==> src/hw/pvip_consts.svh <==
`ifndef PVIP_CONSTS_SVH
`define PVIP_CONSTS_SVH

// ****************************************
// register map
// ****************************************
`define PVIP_ADDR_W        12
`define PVIP_CTRL_OFS      12'h000
`define PVIP_STATUS_OFS    12'h004
`define PVIP_COUNT_OFS     12'h008
`define PVIP_CTRL_RESET    8'hC4

// ****************************************
// control and status fields
// ****************************************
`define PVIP_CTRL_RATE     0
`define PVIP_CTRL_WIDTH    1
`define PVIP_CTRL_SMPTE    2
`define PVIP_CTRL_ASI      3
`define PVIP_CTRL_SYNC     4
`define PVIP_CTRL_AUTO     5
`define PVIP_CTRL_IOPROC   6
`define PVIP_CTRL_ENABLE   7
`define PVIP_MODE_MSB      6
`define PVIP_STAT_OVFL     0
`define PVIP_STAT_BADMODE  1
`define PVIP_STAT_EMPTY    2

// ****************************************
// timing reference words and buffer depth
// ****************************************
`define PVIP_TRS_PRE       10'h3FF
`define PVIP_TRS_ZERO      10'h000
`define PVIP_XYZ_F         8
`define PVIP_XYZ_V         7
`define PVIP_XYZ_H         6
`define PVIP_FIFO_DEPTH    8

`endif

==> src/hw/pvip_pkg.sv <==
package pvip_pkg;

  // ****************************************
  // formatting of the incoming words
  // ****************************************
  typedef enum logic [1:0] {
    PVIP_FMT_SMPTE = 2'b00,
    PVIP_FMT_THRU  = 2'b01,
    PVIP_FMT_ASI   = 2'b10,
    PVIP_FMT_BAD   = 2'b11
  } pvip_fmt_t;

  // trs search: the word taken in state XYZ is the XYZ word
  typedef enum logic [1:0] {
    PVIP_TRS_IDLE = 2'b00,
    PVIP_TRS_ONE  = 2'b01,
    PVIP_TRS_TWO  = 2'b10,
    PVIP_TRS_XYZ  = 2'b11
  } pvip_trs_t;

  typedef struct packed {
    logic [9:0] data;
    pvip_fmt_t  fmt;
    logic       chroma;
    logic       trs;
    logic       f;
    logic       v;
    logic       h;
    logic       active;
  } pvip_word_t;

  typedef struct packed {
    logic [9:0] din;
    logic       fpin;
    logic       hpin;
    logic       vpin;
    logic       clk;
  } pvip_pins_t;

endpackage

==> src/hw/pvip_top.sv <==
// Design decisions made here: the address map and the APB register port.
`include "pvip_consts.svh"
`timescale 1ns/10ps
`default_nettype none

module pvip_top
  import pvip_pkg::*;
#(
  parameter int FIFO_DEPTH = `PVIP_FIFO_DEPTH
) (
  input  wire logic                    i_clock,
  input  wire logic                    i_rst,
  // apb slave
  input  wire logic                    i_psel,
  input  wire logic                    i_penable,
  input  wire logic                    i_pwrite,
  input  wire logic [`PVIP_ADDR_W-1:0] i_paddr,
  input  wire logic [31:0]             i_pwdata,
  output logic      [31:0]             o_prdata,
  output logic                         o_pready,
  output logic                         o_pslverr,
  // parallel video pins
  input  wire logic                    i_pclk,
  input  wire logic [9:0]              i_din,
  input  wire logic                    i_field_or_active_pin,
  input  wire logic                    i_hflag_or_hsync_pin,
  input  wire logic                    i_vflag_or_vsync_pin,
  // captured word stream
  output pvip_word_t                   o_word,
  output logic                         o_word_valid,
  input  wire logic                    i_word_ready
);

  // ****************************************
  // pin synchronisers and clock edge
  // ****************************************
  pvip_pins_t pins_now;
  pvip_pins_t meta_reg;
  pvip_pins_t sync_reg;
  logic       pclk_prev_reg;
  logic       pclk_rise;

  assign pins_now = '{din:  i_din,
                      fpin: i_field_or_active_pin,
                      hpin: i_hflag_or_hsync_pin,
                      vpin: i_vflag_or_vsync_pin,
                      clk:  i_pclk};

  // data and clock travel through equal depth, so the word stays aligned to its edge
  always_ff @(posedge i_clock or posedge i_rst) begin
    if (i_rst) begin
      meta_reg      <= '0;
      sync_reg      <= '0;
      pclk_prev_reg <= 1'b0;
    end else begin
      meta_reg      <= pins_now;
      sync_reg      <= meta_reg;
      pclk_prev_reg <= sync_reg.clk;
    end
  end

  assign pclk_rise = sync_reg.clk && !pclk_prev_reg;

  // ****************************************
  // apb register file
  // ****************************************
  logic [7:0]  ctrl_reg;
  logic [7:0]  ctrl_next;
  logic        ovfl_reg;
  logic        ovfl_next;
  logic [31:0] count_reg;
  logic [31:0] count_next;
  logic [31:0] prdata_reg;
  logic [31:0] prdata_next;
  logic        apb_wr;
  logic        apb_setup;
  logic        addr_hit;
  logic        mode_change;
  logic        bad_mode;
  logic        overflow_evt;
  logic        accept_evt;
  logic        fifo_empty;

  assign apb_wr    = i_psel && i_penable && i_pwrite;
  assign apb_setup = i_psel && !i_penable;
  assign addr_hit  = (i_paddr == `PVIP_CTRL_OFS) || (i_paddr == `PVIP_STATUS_OFS) ||
                     (i_paddr == `PVIP_COUNT_OFS);
  assign o_pready  = 1'b1;
  assign o_pslverr = i_psel && i_penable && !addr_hit;
  assign o_prdata  = prdata_reg;

  // a change to any mode select restarts word framing
  assign mode_change = apb_wr && (i_paddr == `PVIP_CTRL_OFS) &&
                       (i_pwdata[`PVIP_MODE_MSB:0] != ctrl_reg[`PVIP_MODE_MSB:0]);

  // register next values; overflow set wins over a write-one clear
  always_comb begin
    ctrl_next   = ctrl_reg;
    ovfl_next   = ovfl_reg;
    count_next  = count_reg;
    prdata_next = prdata_reg;
    if (apb_wr && (i_paddr == `PVIP_CTRL_OFS)) begin
      ctrl_next = i_pwdata[7:0];
    end
    if (apb_wr && (i_paddr == `PVIP_STATUS_OFS) && i_pwdata[`PVIP_STAT_OVFL]) begin
      ovfl_next = 1'b0;
    end
    if (overflow_evt) begin
      ovfl_next = 1'b1;
    end
    if (accept_evt) begin
      count_next = count_reg + 32'h0000_0001;
    end
    // read data is fetched in the setup cycle so the access cycle sees a flop
    if (apb_setup && !i_pwrite) begin
      case (i_paddr)
        `PVIP_CTRL_OFS: begin
          prdata_next = {24'h00_0000, ctrl_reg};
        end
        `PVIP_STATUS_OFS: begin
          prdata_next = {29'h0000_0000, fifo_empty, bad_mode, ovfl_reg};
        end
        `PVIP_COUNT_OFS: begin
          prdata_next = count_reg;
        end
        default: begin
          prdata_next = 32'h0000_0000;
        end
      endcase
    end
  end

  always_ff @(posedge i_clock or posedge i_rst) begin
    if (i_rst) begin
      ctrl_reg   <= `PVIP_CTRL_RESET;
      ovfl_reg   <= 1'b0;
      count_reg  <= 32'h0000_0000;
      prdata_reg <= 32'h0000_0000;
    end else begin
      ctrl_reg   <= ctrl_next;
      ovfl_reg   <= ovfl_next;
      count_reg  <= count_next;
      prdata_reg <= prdata_next;
    end
  end

  // ****************************************
  // mode decode
  // ****************************************
  logic      rate_select;
  logic      bus_width_select;
  logic      smpte_processing_select;
  logic      asi_mode_select;
  logic      sync_style_select;
  logic      auto_timing_detect_select;
  logic      io_processing_enable;
  logic      port_enable;
  pvip_fmt_t fmt;

  assign rate_select               = ctrl_reg[`PVIP_CTRL_RATE];
  assign bus_width_select          = ctrl_reg[`PVIP_CTRL_WIDTH];
  assign smpte_processing_select   = ctrl_reg[`PVIP_CTRL_SMPTE];
  assign asi_mode_select           = ctrl_reg[`PVIP_CTRL_ASI];
  assign sync_style_select         = ctrl_reg[`PVIP_CTRL_SYNC];
  assign auto_timing_detect_select = ctrl_reg[`PVIP_CTRL_AUTO];
  assign io_processing_enable      = ctrl_reg[`PVIP_CTRL_IOPROC];
  assign port_enable               = ctrl_reg[`PVIP_CTRL_ENABLE];

  // smpte wins over the asi select; asi at hd rate is refused
  always_comb begin
    if (smpte_processing_select) begin
      fmt = PVIP_FMT_SMPTE;
    end else if (!asi_mode_select) begin
      fmt = PVIP_FMT_THRU;
    end else if (rate_select) begin
      fmt = PVIP_FMT_ASI;
    end else begin
      fmt = PVIP_FMT_BAD;
    end
  end

  assign bad_mode = (fmt == PVIP_FMT_BAD);

  // ****************************************
  // trs framing and timing flags
  // ****************************************
  pvip_trs_t  trs_reg;
  pvip_trs_t  trs_next;
  logic       chroma_reg;
  logic       chroma_next;
  logic [2:0] fvh_reg;
  logic [2:0] fvh_next;
  logic       take;
  logic       use_trs;
  logic       is_xyz;
  logic [9:0] din_w;
  pvip_word_t word_c;

  assign din_w   = sync_reg.din;
  assign take    = pclk_rise && port_enable && !bad_mode;
  assign use_trs = (fmt == PVIP_FMT_SMPTE);
  assign is_xyz  = use_trs && (trs_reg == PVIP_TRS_XYZ);

  // search for the 3ff 000 000 preamble; words outside smpte mode are never framed
  always_comb begin
    trs_next    = trs_reg;
    chroma_next = chroma_reg;
    fvh_next    = fvh_reg;
    if (mode_change) begin
      trs_next    = PVIP_TRS_IDLE;
      chroma_next = 1'b1;
    end else if (take && use_trs) begin
      case (trs_reg)
        PVIP_TRS_IDLE: begin
          trs_next = (din_w == `PVIP_TRS_PRE) ? PVIP_TRS_ONE : PVIP_TRS_IDLE;
        end
        PVIP_TRS_ONE: begin
          trs_next = (din_w == `PVIP_TRS_ZERO) ? PVIP_TRS_TWO :
                     (din_w == `PVIP_TRS_PRE) ? PVIP_TRS_ONE : PVIP_TRS_IDLE;
        end
        PVIP_TRS_TWO: begin
          trs_next = (din_w == `PVIP_TRS_ZERO) ? PVIP_TRS_XYZ :
                     (din_w == `PVIP_TRS_PRE) ? PVIP_TRS_ONE : PVIP_TRS_IDLE;
        end
        PVIP_TRS_XYZ: begin
          trs_next = PVIP_TRS_IDLE;
        end
        default: begin
          trs_next = PVIP_TRS_IDLE;
        end
      endcase
      // after each xyz word the next sample is chroma; otherwise alternate
      chroma_next = is_xyz ? 1'b1 : !chroma_reg;
      if (is_xyz) begin
        fvh_next = {din_w[`PVIP_XYZ_F], din_w[`PVIP_XYZ_V], din_w[`PVIP_XYZ_H]};
      end
    end
  end

  always_ff @(posedge i_clock or posedge i_rst) begin
    if (i_rst) begin
      trs_reg    <= PVIP_TRS_IDLE;
      chroma_reg <= 1'b1;
      fvh_reg    <= 3'h0;
    end else begin
      trs_reg    <= trs_next;
      chroma_reg <= chroma_next;
      fvh_reg    <= fvh_next;
    end
  end

  // ****************************************
  // word assembly
  // ****************************************
  // timing comes from pins or from the embedded xyz bits, never a mix
  always_comb begin
    word_c        = '0;
    word_c.data   = din_w;
    word_c.fmt    = fmt;
    word_c.trs    = is_xyz || (use_trs && (trs_reg != PVIP_TRS_IDLE)) ||
                    (use_trs && (din_w == `PVIP_TRS_PRE));
    // luma only in 20-bit width, interleaved in 10-bit width
    word_c.chroma = use_trs && !bus_width_select && chroma_reg && !word_c.trs;
    if (use_trs && auto_timing_detect_select) begin
      // pins are not looked at here at all
      word_c.f = is_xyz ? din_w[`PVIP_XYZ_F] : fvh_reg[2];
      word_c.v = is_xyz ? din_w[`PVIP_XYZ_V] : fvh_reg[1];
      word_c.h = is_xyz ? din_w[`PVIP_XYZ_H] : fvh_reg[0];
    end else if (sync_style_select) begin
      // active enable and the vsync pulse carry timing; the hsync pin is not used
      word_c.f = 1'b0;
      word_c.h = !sync_reg.fpin;
      word_c.v = sync_reg.vpin;
    end else begin
      word_c.f = sync_reg.fpin;
      word_c.h = sync_reg.hpin;
      word_c.v = sync_reg.vpin;
    end
    word_c.active = !word_c.h && !word_c.v && !word_c.trs;
    // the field flag forces F into every xyz word while processing is on and auto detect and sync style are off
    if (is_xyz && io_processing_enable && !auto_timing_detect_select &&
        !sync_style_select && sync_reg.fpin) begin
      word_c.data[`PVIP_XYZ_F] = 1'b1;
      word_c.f                 = 1'b1;
    end
  end

  // ****************************************
  // output buffer
  // ****************************************
  logic fifo_ready;

  // the source cannot be stalled, so a full buffer loses the word and flags it
  // a word taken on the flush edge is dropped by the buffer, so it is not counted
  assign accept_evt   = take && fifo_ready && !mode_change;
  assign overflow_evt = take && !fifo_ready;
  assign fifo_empty   = !o_word_valid;

  pvip_fifo #(
    .WIDTH ($bits(pvip_word_t)),
    .DEPTH (FIFO_DEPTH)
  ) u_fifo (
    .i_clock (i_clock),
    .i_rst   (i_rst),
    .i_flush (mode_change),
    .i_data  (word_c),
    .i_valid (take),
    .o_ready (fifo_ready),
    .o_data  (o_word),
    .o_valid (o_word_valid),
    .i_ready (i_word_ready)
  );

endmodule

`default_nettype wire

==> src/hw/pvip_fifo.sv <==
`timescale 1ns/10ps
`default_nettype none

module pvip_fifo #(
  parameter int WIDTH = 18,
  parameter int DEPTH = 8
) (
  input  wire logic             i_clock,
  input  wire logic             i_rst,
  input  wire logic             i_flush,
  input  wire logic [WIDTH-1:0] i_data,
  input  wire logic             i_valid,
  output logic                  o_ready,
  output logic      [WIDTH-1:0] o_data,
  output logic                  o_valid,
  input  wire logic             i_ready
);

  localparam int AW = $clog2(DEPTH);

  logic [WIDTH-1:0] mem [DEPTH];
  logic [AW:0]      wptr_reg;
  logic [AW:0]      wptr_next;
  logic [AW:0]      rptr_reg;
  logic [AW:0]      rptr_next;
  logic             push;
  logic             pop;

  // pointers carry one extra wrap bit so full and empty are exact
  assign o_valid = (wptr_reg != rptr_reg);
  assign o_ready = (wptr_reg[AW-1:0] != rptr_reg[AW-1:0]) || (wptr_reg[AW] == rptr_reg[AW]);
  assign push    = i_valid && o_ready;
  assign pop     = o_valid && i_ready;
  assign o_data  = mem[rptr_reg[AW-1:0]];

  // pointer update, flush drops everything queued
  always_comb begin
    wptr_next = wptr_reg;
    rptr_next = rptr_reg;
    if (i_flush) begin
      wptr_next = '0;
      rptr_next = '0;
    end else begin
      if (push) begin
        wptr_next = wptr_reg + 1'b1;
      end
      if (pop) begin
        rptr_next = rptr_reg + 1'b1;
      end
    end
  end

  always_ff @(posedge i_clock or posedge i_rst) begin
    if (i_rst) begin
      wptr_reg <= '0;
      rptr_reg <= '0;
    end else begin
      wptr_reg <= wptr_next;
      rptr_reg <= rptr_next;
    end
  end

  // storage has no reset; only written entries are ever read
  always_ff @(posedge i_clock) begin
    if (push && !i_flush) begin
      mem[wptr_reg[AW-1:0]] <= i_data;
    end
  end

endmodule

`default_nettype wire

==> config.mk <==
export PLATFORM = sky130hd
export DESIGN_NAME = pvip_top
export DESIGN_NICKNAME = d
export VERILOG_FILES = /design/src/hw/pvip_pkg.sv /design/src/hw/pvip_top.sv /design/src/hw/pvip_fifo.sv
export VERILOG_INCLUDE_DIRS = /design/src /design/src/hw
export SDC_FILE = /design/constraint.sdc
export NUM_CORES = 1
export LEC_CHECK = 0
export BUFFER_PORTS_ARGS = -buffer_cell sky130_fd_sc_hd__buf_2
export CORE_MARGIN = 10
export CORE_UTILIZATION = 35
export DETAILED_ROUTE_END_ITERATION = 8
export HOLD_SLACK_MARGIN = 0.08
export MAX_ROUTING_LAYER = met4
export PLACE_DENSITY = 0.58
export SYNTH_ARGS = -nofsm -noshare
export SYNTH_HDL_FRONTEND = slang
export SYNTH_SLANG_ARGS = --single-unit
==> constraint.sdc <==
create_clock -name i_clock -period 6 [get_ports i_clock]
set_input_delay 1.2 -clock i_clock [delete_from_list [all_inputs] [get_ports i_clock]]
set_output_delay 1.2 -clock i_clock [all_outputs]
set_load 0.02 [all_outputs]
# After elaboration in Yosys (flattened, before gate mapping)

Memories as Yosys holds them, arrays and structs flattened.
Cells that the tools add are included.

Register bits: 116
Latch bits: 0
Bits in writable memories: 144
ROM bits: 0
Bits of input ports: 64
Output and inout bits: 53
Memories: 1

Memories:

| memory     | depth | width | read ports | clocked after Yosys merged registers in | wr ports | RTL line        | RTL |
|---|---|---|---|---|---|---|---|
| u_fifo.mem | 8     | 18    | 1          | 0                                       | 1        | pvip_fifo.sv:21 | `logic [WIDTH-1:0] mem [DEPTH];` |

Add/sub/neg operators: 3
$mul: 0
Divide/modulo/power cells: 0
Magnitude comparators: 0
Eq/ne operators: 11
Shift operators: 0
Mux-type cells: 28
Bitwise operators: 1
Reductions and logical operators: 61

Operators with widths:

| kind                                                 | count |
|---|---|
| one-hot mux 32 bit (3 select lines)                  | 1 |
| adder 32 x 1 -> 32 bit, second input constant        | 1 |
| logical AND 1 bit                                    | 30 |
| logical NOT 1 bit                                    | 16 |
| 2-to-1 mux 4 bit                                     | 4 |
| 2-to-1 mux 1 bit                                     | 14 |
| equality test 12 x 3 -> 1 bit, second input constant | 1 |
| equality test 12 x 4 -> 1 bit, second input constant | 1 |
| logical NOT 12 bit                                   | 1 |
| 2-to-1 mux 2 bit                                     | 6 |
| equality test 10 bit, second input constant          | 1 |
| logical NOT 10 bit                                   | 1 |
| nonzero test 2 bit                                   | 5 |
| adder 4 x 1 -> 4 bit, second input constant          | 2 |
| one-hot mux 2 bit (4 select lines)                   | 1 |
| != test 7 bit                                        | 1 |
| equality test 2 bit, second input constant           | 3 |
| 2-to-1 mux 3 bit                                     | 2 |
| logical OR 1 bit                                     | 5 |
| logical NOT 2 bit                                    | 2 |
| != test 4 bit                                        | 1 |
| != test 3 bit                                        | 1 |
| AND reduction 3 bit                                  | 1 |
| equality test 2 x 1 -> 1 bit, second input constant  | 1 |
| other kinds (2)                                      | 2 |

# Depth between registers and ports, before layout

Word-level depth: 10
Mapped depth: 9
Mapped depth without buffers: 7

# Modules after synthesis

Synthesis repeated with hierarchy kept, for this count alone.

Cells, all modules: 665
Area, all modules: 10735.3 um^2

Modules (own cells, without submodules):

| module    | instances | cells each | area each (um^2) | seq. area each (um^2) |
|---|---|---|---|---|
| pvip_fifo | 1         | 289        | 6169.7           | 4524.3 |
| pvip_top  | 1         | 376        | 4565.6           | 2707.6 |

# Least setup slack after synthesis

No wires, ideal clock.

Path kind: in2reg
Start point: input i_paddr[2]
End point: memory u_fifo.mem[0][0], enable pin
Library setup time: 0.446 ns
Data arrival time: 4.435 ns
Required time: 5.554 ns
Slack: 1.119 ns
Cell stages on the path: 8
Path buffers: 3
Path through: buf_4 -> nor3_1 -> and4_1 -> buf_4 -> o41a_1 -> nor2_1 -> buf_2 -> nor4b_1

Longest elaborated chain between the ends: 7

RTL lines:

| item                                   | RTL line        | RTL |
|---|---|---|
| start: declaration                     | pvip_top.sv:17  | `` input wire logic [`PVIP_ADDR_W-1:0] i_paddr, `` |
| logical NOT 12 bit                     | n/a             |  |
| logical AND 1 bit (2 in series)        | pvip_top.sv:93  | `` assign mode_change = apb_wr && (i_paddr == `PVIP_CTRL_OFS) && `` |
| logical NOT 1 bit                      | pvip_fifo.sv:65 | `if (push && !i_flush) begin` |
| logical AND 1 bit                      | pvip_fifo.sv:65 |  |
| 2-to-1 mux 1 bit                       | pvip_fifo.sv:65 |  |
| 2-to-1 mux 1 bit (implied by the code) | pvip_fifo.sv:66 | `mem[wptr_reg[AW-1:0]] <= i_data;` |
| end: declaration                       | pvip_fifo.sv:21 |  |

Every way passes these cells.

# Worst setup path in the final report

Start point: input i_paddr[3]
End point: memory u_fifo.mem[3][17], enable pin

Same word-level chain as after synthesis.

==> run metrics <==
Post-Syn Area 10300 sq um; first-pass GRT wire length 34400 microns; CTS tree built; fin nets 797; sw frac between 20% and 30%; leakage power 4.84 nW; Die Footprint 36800 sq um; Post-route DRC 0; Distinct cells, synth 49; Max Cap Viol 0; final setup fails 0; Die X approximately 190 microns; CP Max Fanout 27; Port Buffers 91; clock share of power 38.6%; GRT overflow 0; Synth top area share between 40% and 50%; total CTS buffers 27; Worst Hold End sync_reg[2]; Layout area overhead 18.8%; Combinational Power Share 19.1%; Wirelength per Cell 19.1 microns; peak supply drop 0.313 mV; CTS resizes 0; Synth Warn # 0; Pins Over Slew Limit 0; vias in the first global route 5919; Overall Global Routing Usage 12.2%; detailed-router iteration count before antenna repair 5; largest net degree at the start of global routing 66; clock latency on the worst-skew pair about 0.53 ns; HP Start meta_reg[2]; top_reg_cell synth edfxtp_1; depth of the most critical reg-to-reg path 7; Hold-fix buffers, CTS 0; antenna-violating nets left 0; Syn Inst Count 627; final worst path period share between 60% and 70%; Finished Core Util 42.5%; Seq pwr share a little over two fifths; area leader, netlist edfxtp_1; FILL cells 2632; Routed WL 21600 microns; R2R setup slack 2.25 ns; DRT iter0 DRCs 342; Yosys reg bits 260; CTS sink count 260; Reg-to-Reg Start u_fifo.wptr_reg[0]; syn nets between 600 and 700; Worst EP required just over 6 ns; top-count cell post-synth edfxtp_1; core area 28900 sq um; max FFs per register 144; Worst Setup Path Type input port to flop; met3 Use GR 2.19%; fmax between 200 and 250 MHz; Final Hold Fails 0; Global Route met2 Usage 18.2%; HP Class flop to flop; Post-synth EDFFs approximately 140; Post-synth top cells edfxtp_1, dfrtp_1, mux4_2; Worst-Margin Slew 1.20 ns; Die Y around 190 microns; routability cong. 0.744; Via density 4.90; Int Pwr around 3.4 mW; TNS Setup 0 ns; Antenna Cells 0; hold path cells 0; Slew headroom 19.0%; Worst R2R End u_fifo.mem[3][17]; CTS Buffer Depth 3; clock transition at the registers of the reported paths 0.06 ns; Post-DP HPWL 13700 microns; initial antenna violation count 0; sequential fraction of the synthesis area 69.9%; CP Launch Type input port; met1 usage 17.1%; PwrDens ~370 nW/um^2; layout cells sized above 1 between 30% and 40%; switching power 1.16 mW; num rows just over 60; Mapped Avg Cell Area 16.5 sq um; Initial Util 35.7%; Period minus WS final 4.03 ns; largest cells by area after synthesis edfxtp_1, dfrtp_1, mux4_2; worst hold slack around 0.34 ns; Post-CTS Setup Inserts 0; crit path DAT around 4.3 ns; unrepaired setup endpoints after global routing false; # IOs 117; CP endpoint kind flop; Post-synth ARST share 44.6%; most used routing layer in global routing met2; vias 5565; Clock Skew around 0.012 ns; CTS H-Tree Depth 1; clock root buffer clkbuf_16; outcome complete, no violations
[power by group through the flow]
stage                     clock network (mW)  registers, mW  logic, mW
final                                   1.77           1.93      0.876
after global routing                    1.89           1.94      0.951
after CTS                               1.81           1.93      0.907
after detailed placement                   0           1.97      0.902
after global placement                     0           1.97      0.902
after floorplan                            0           1.96      0.658
[worst max-delay path by stage]
stage | end | slack (ns) | from | depth (start not counted)
4_1_cts | u_fifo.mem[4][3] | 1.91 | i_paddr[3] | 7
3_3_place_gp | u_fifo.mem[4][3] | 1.35 | i_paddr[3] | 7
2_1_floorplan | u_fifo.mem[0][0] | 1.12 | i_paddr[2] | 8
3_5_place_dp | u_fifo.mem[4][3] | 1.36 | i_paddr[3] | 7
5_1_grt | u_fifo.mem[3][17] | 1.76 | i_paddr[3] | 8
6_report | u_fifo.mem[3][17] | 1.97 | i_paddr[3] | 8
[routing by layer]
metal / up-vias / routed length [microns]
met5: - / 0
met4: 0 / 290
met3: 25 / 1190
met2: 137 / 10000
met1: 2806 / 10100
li1: 2597 / -
[kinds of logic after synthesis]
family / Yosys count / share of synthesized area, %
AO/OA/AOI/OAI: 51 / 3.57
AND/OR/NAND/NOR: 147 / 7.83
other: 1 / 0.0363
multiplexers: 80 / 12.5
XOR/XNOR: 47 / 4.05
adder cells (fa/ha/maj): 3 / 0.363
buffers and inverters: 38 / 1.77
flip-flops: 260 / 69.9
[stage by stage]
| stage | std cells | total power, mW | area [sq um] | setup slack, ns |
|---|---|---|---|---|
| floorplan | 627 | 2.62 | 10300 | 1.12 |
| detailed placement | 1085 | 2.87 | 11300 | 1.36 |
| global route | 1135 | 4.78 | 12300 | 1.76 |
| global placement | 1085 | 2.87 | 11300 | 1.35 |
| finish | 1135 | 4.58 | 12300 | 1.97 |
| CTS | 1135 | 4.65 | 12300 | 1.91 |
[critical path, stage by stage]
cell and delay (ns):
buf_2 0.28, and4b_1 0.23, and4_1 0.34, o41a_1 0.21, nor2_2 0.83, nand2_1 0.28, nor3b_2 0.63, buf_12 0.25
[placed cells by master (no fill, tap or decap), types with 24 or more instances in the layout]
master and count:
mux4_2 36, buf_2 91, nor2_1 26, nand2_1 35
edfxtp_1 144, clkbuf_16 27, a22o_1 24, xnor2_1 27
dfrtp_1 111, mux2_2 31
[cell type report]
class                           instances  area (sq um)  share of cell area [%]
Clock inverter                         14           196                    1.60
Inverter                                7          28.8                   0.234
Tap cell                              384           480                    3.91
Sequential cell                       260          7230                    58.9
Timing Repair Buffer                  105           586                    4.77
Clock buffer                           36           759                    6.18
Multi-Input combinational cell        329          3000                    24.4
Note: power is estimated with default switching activity, not from simulation.
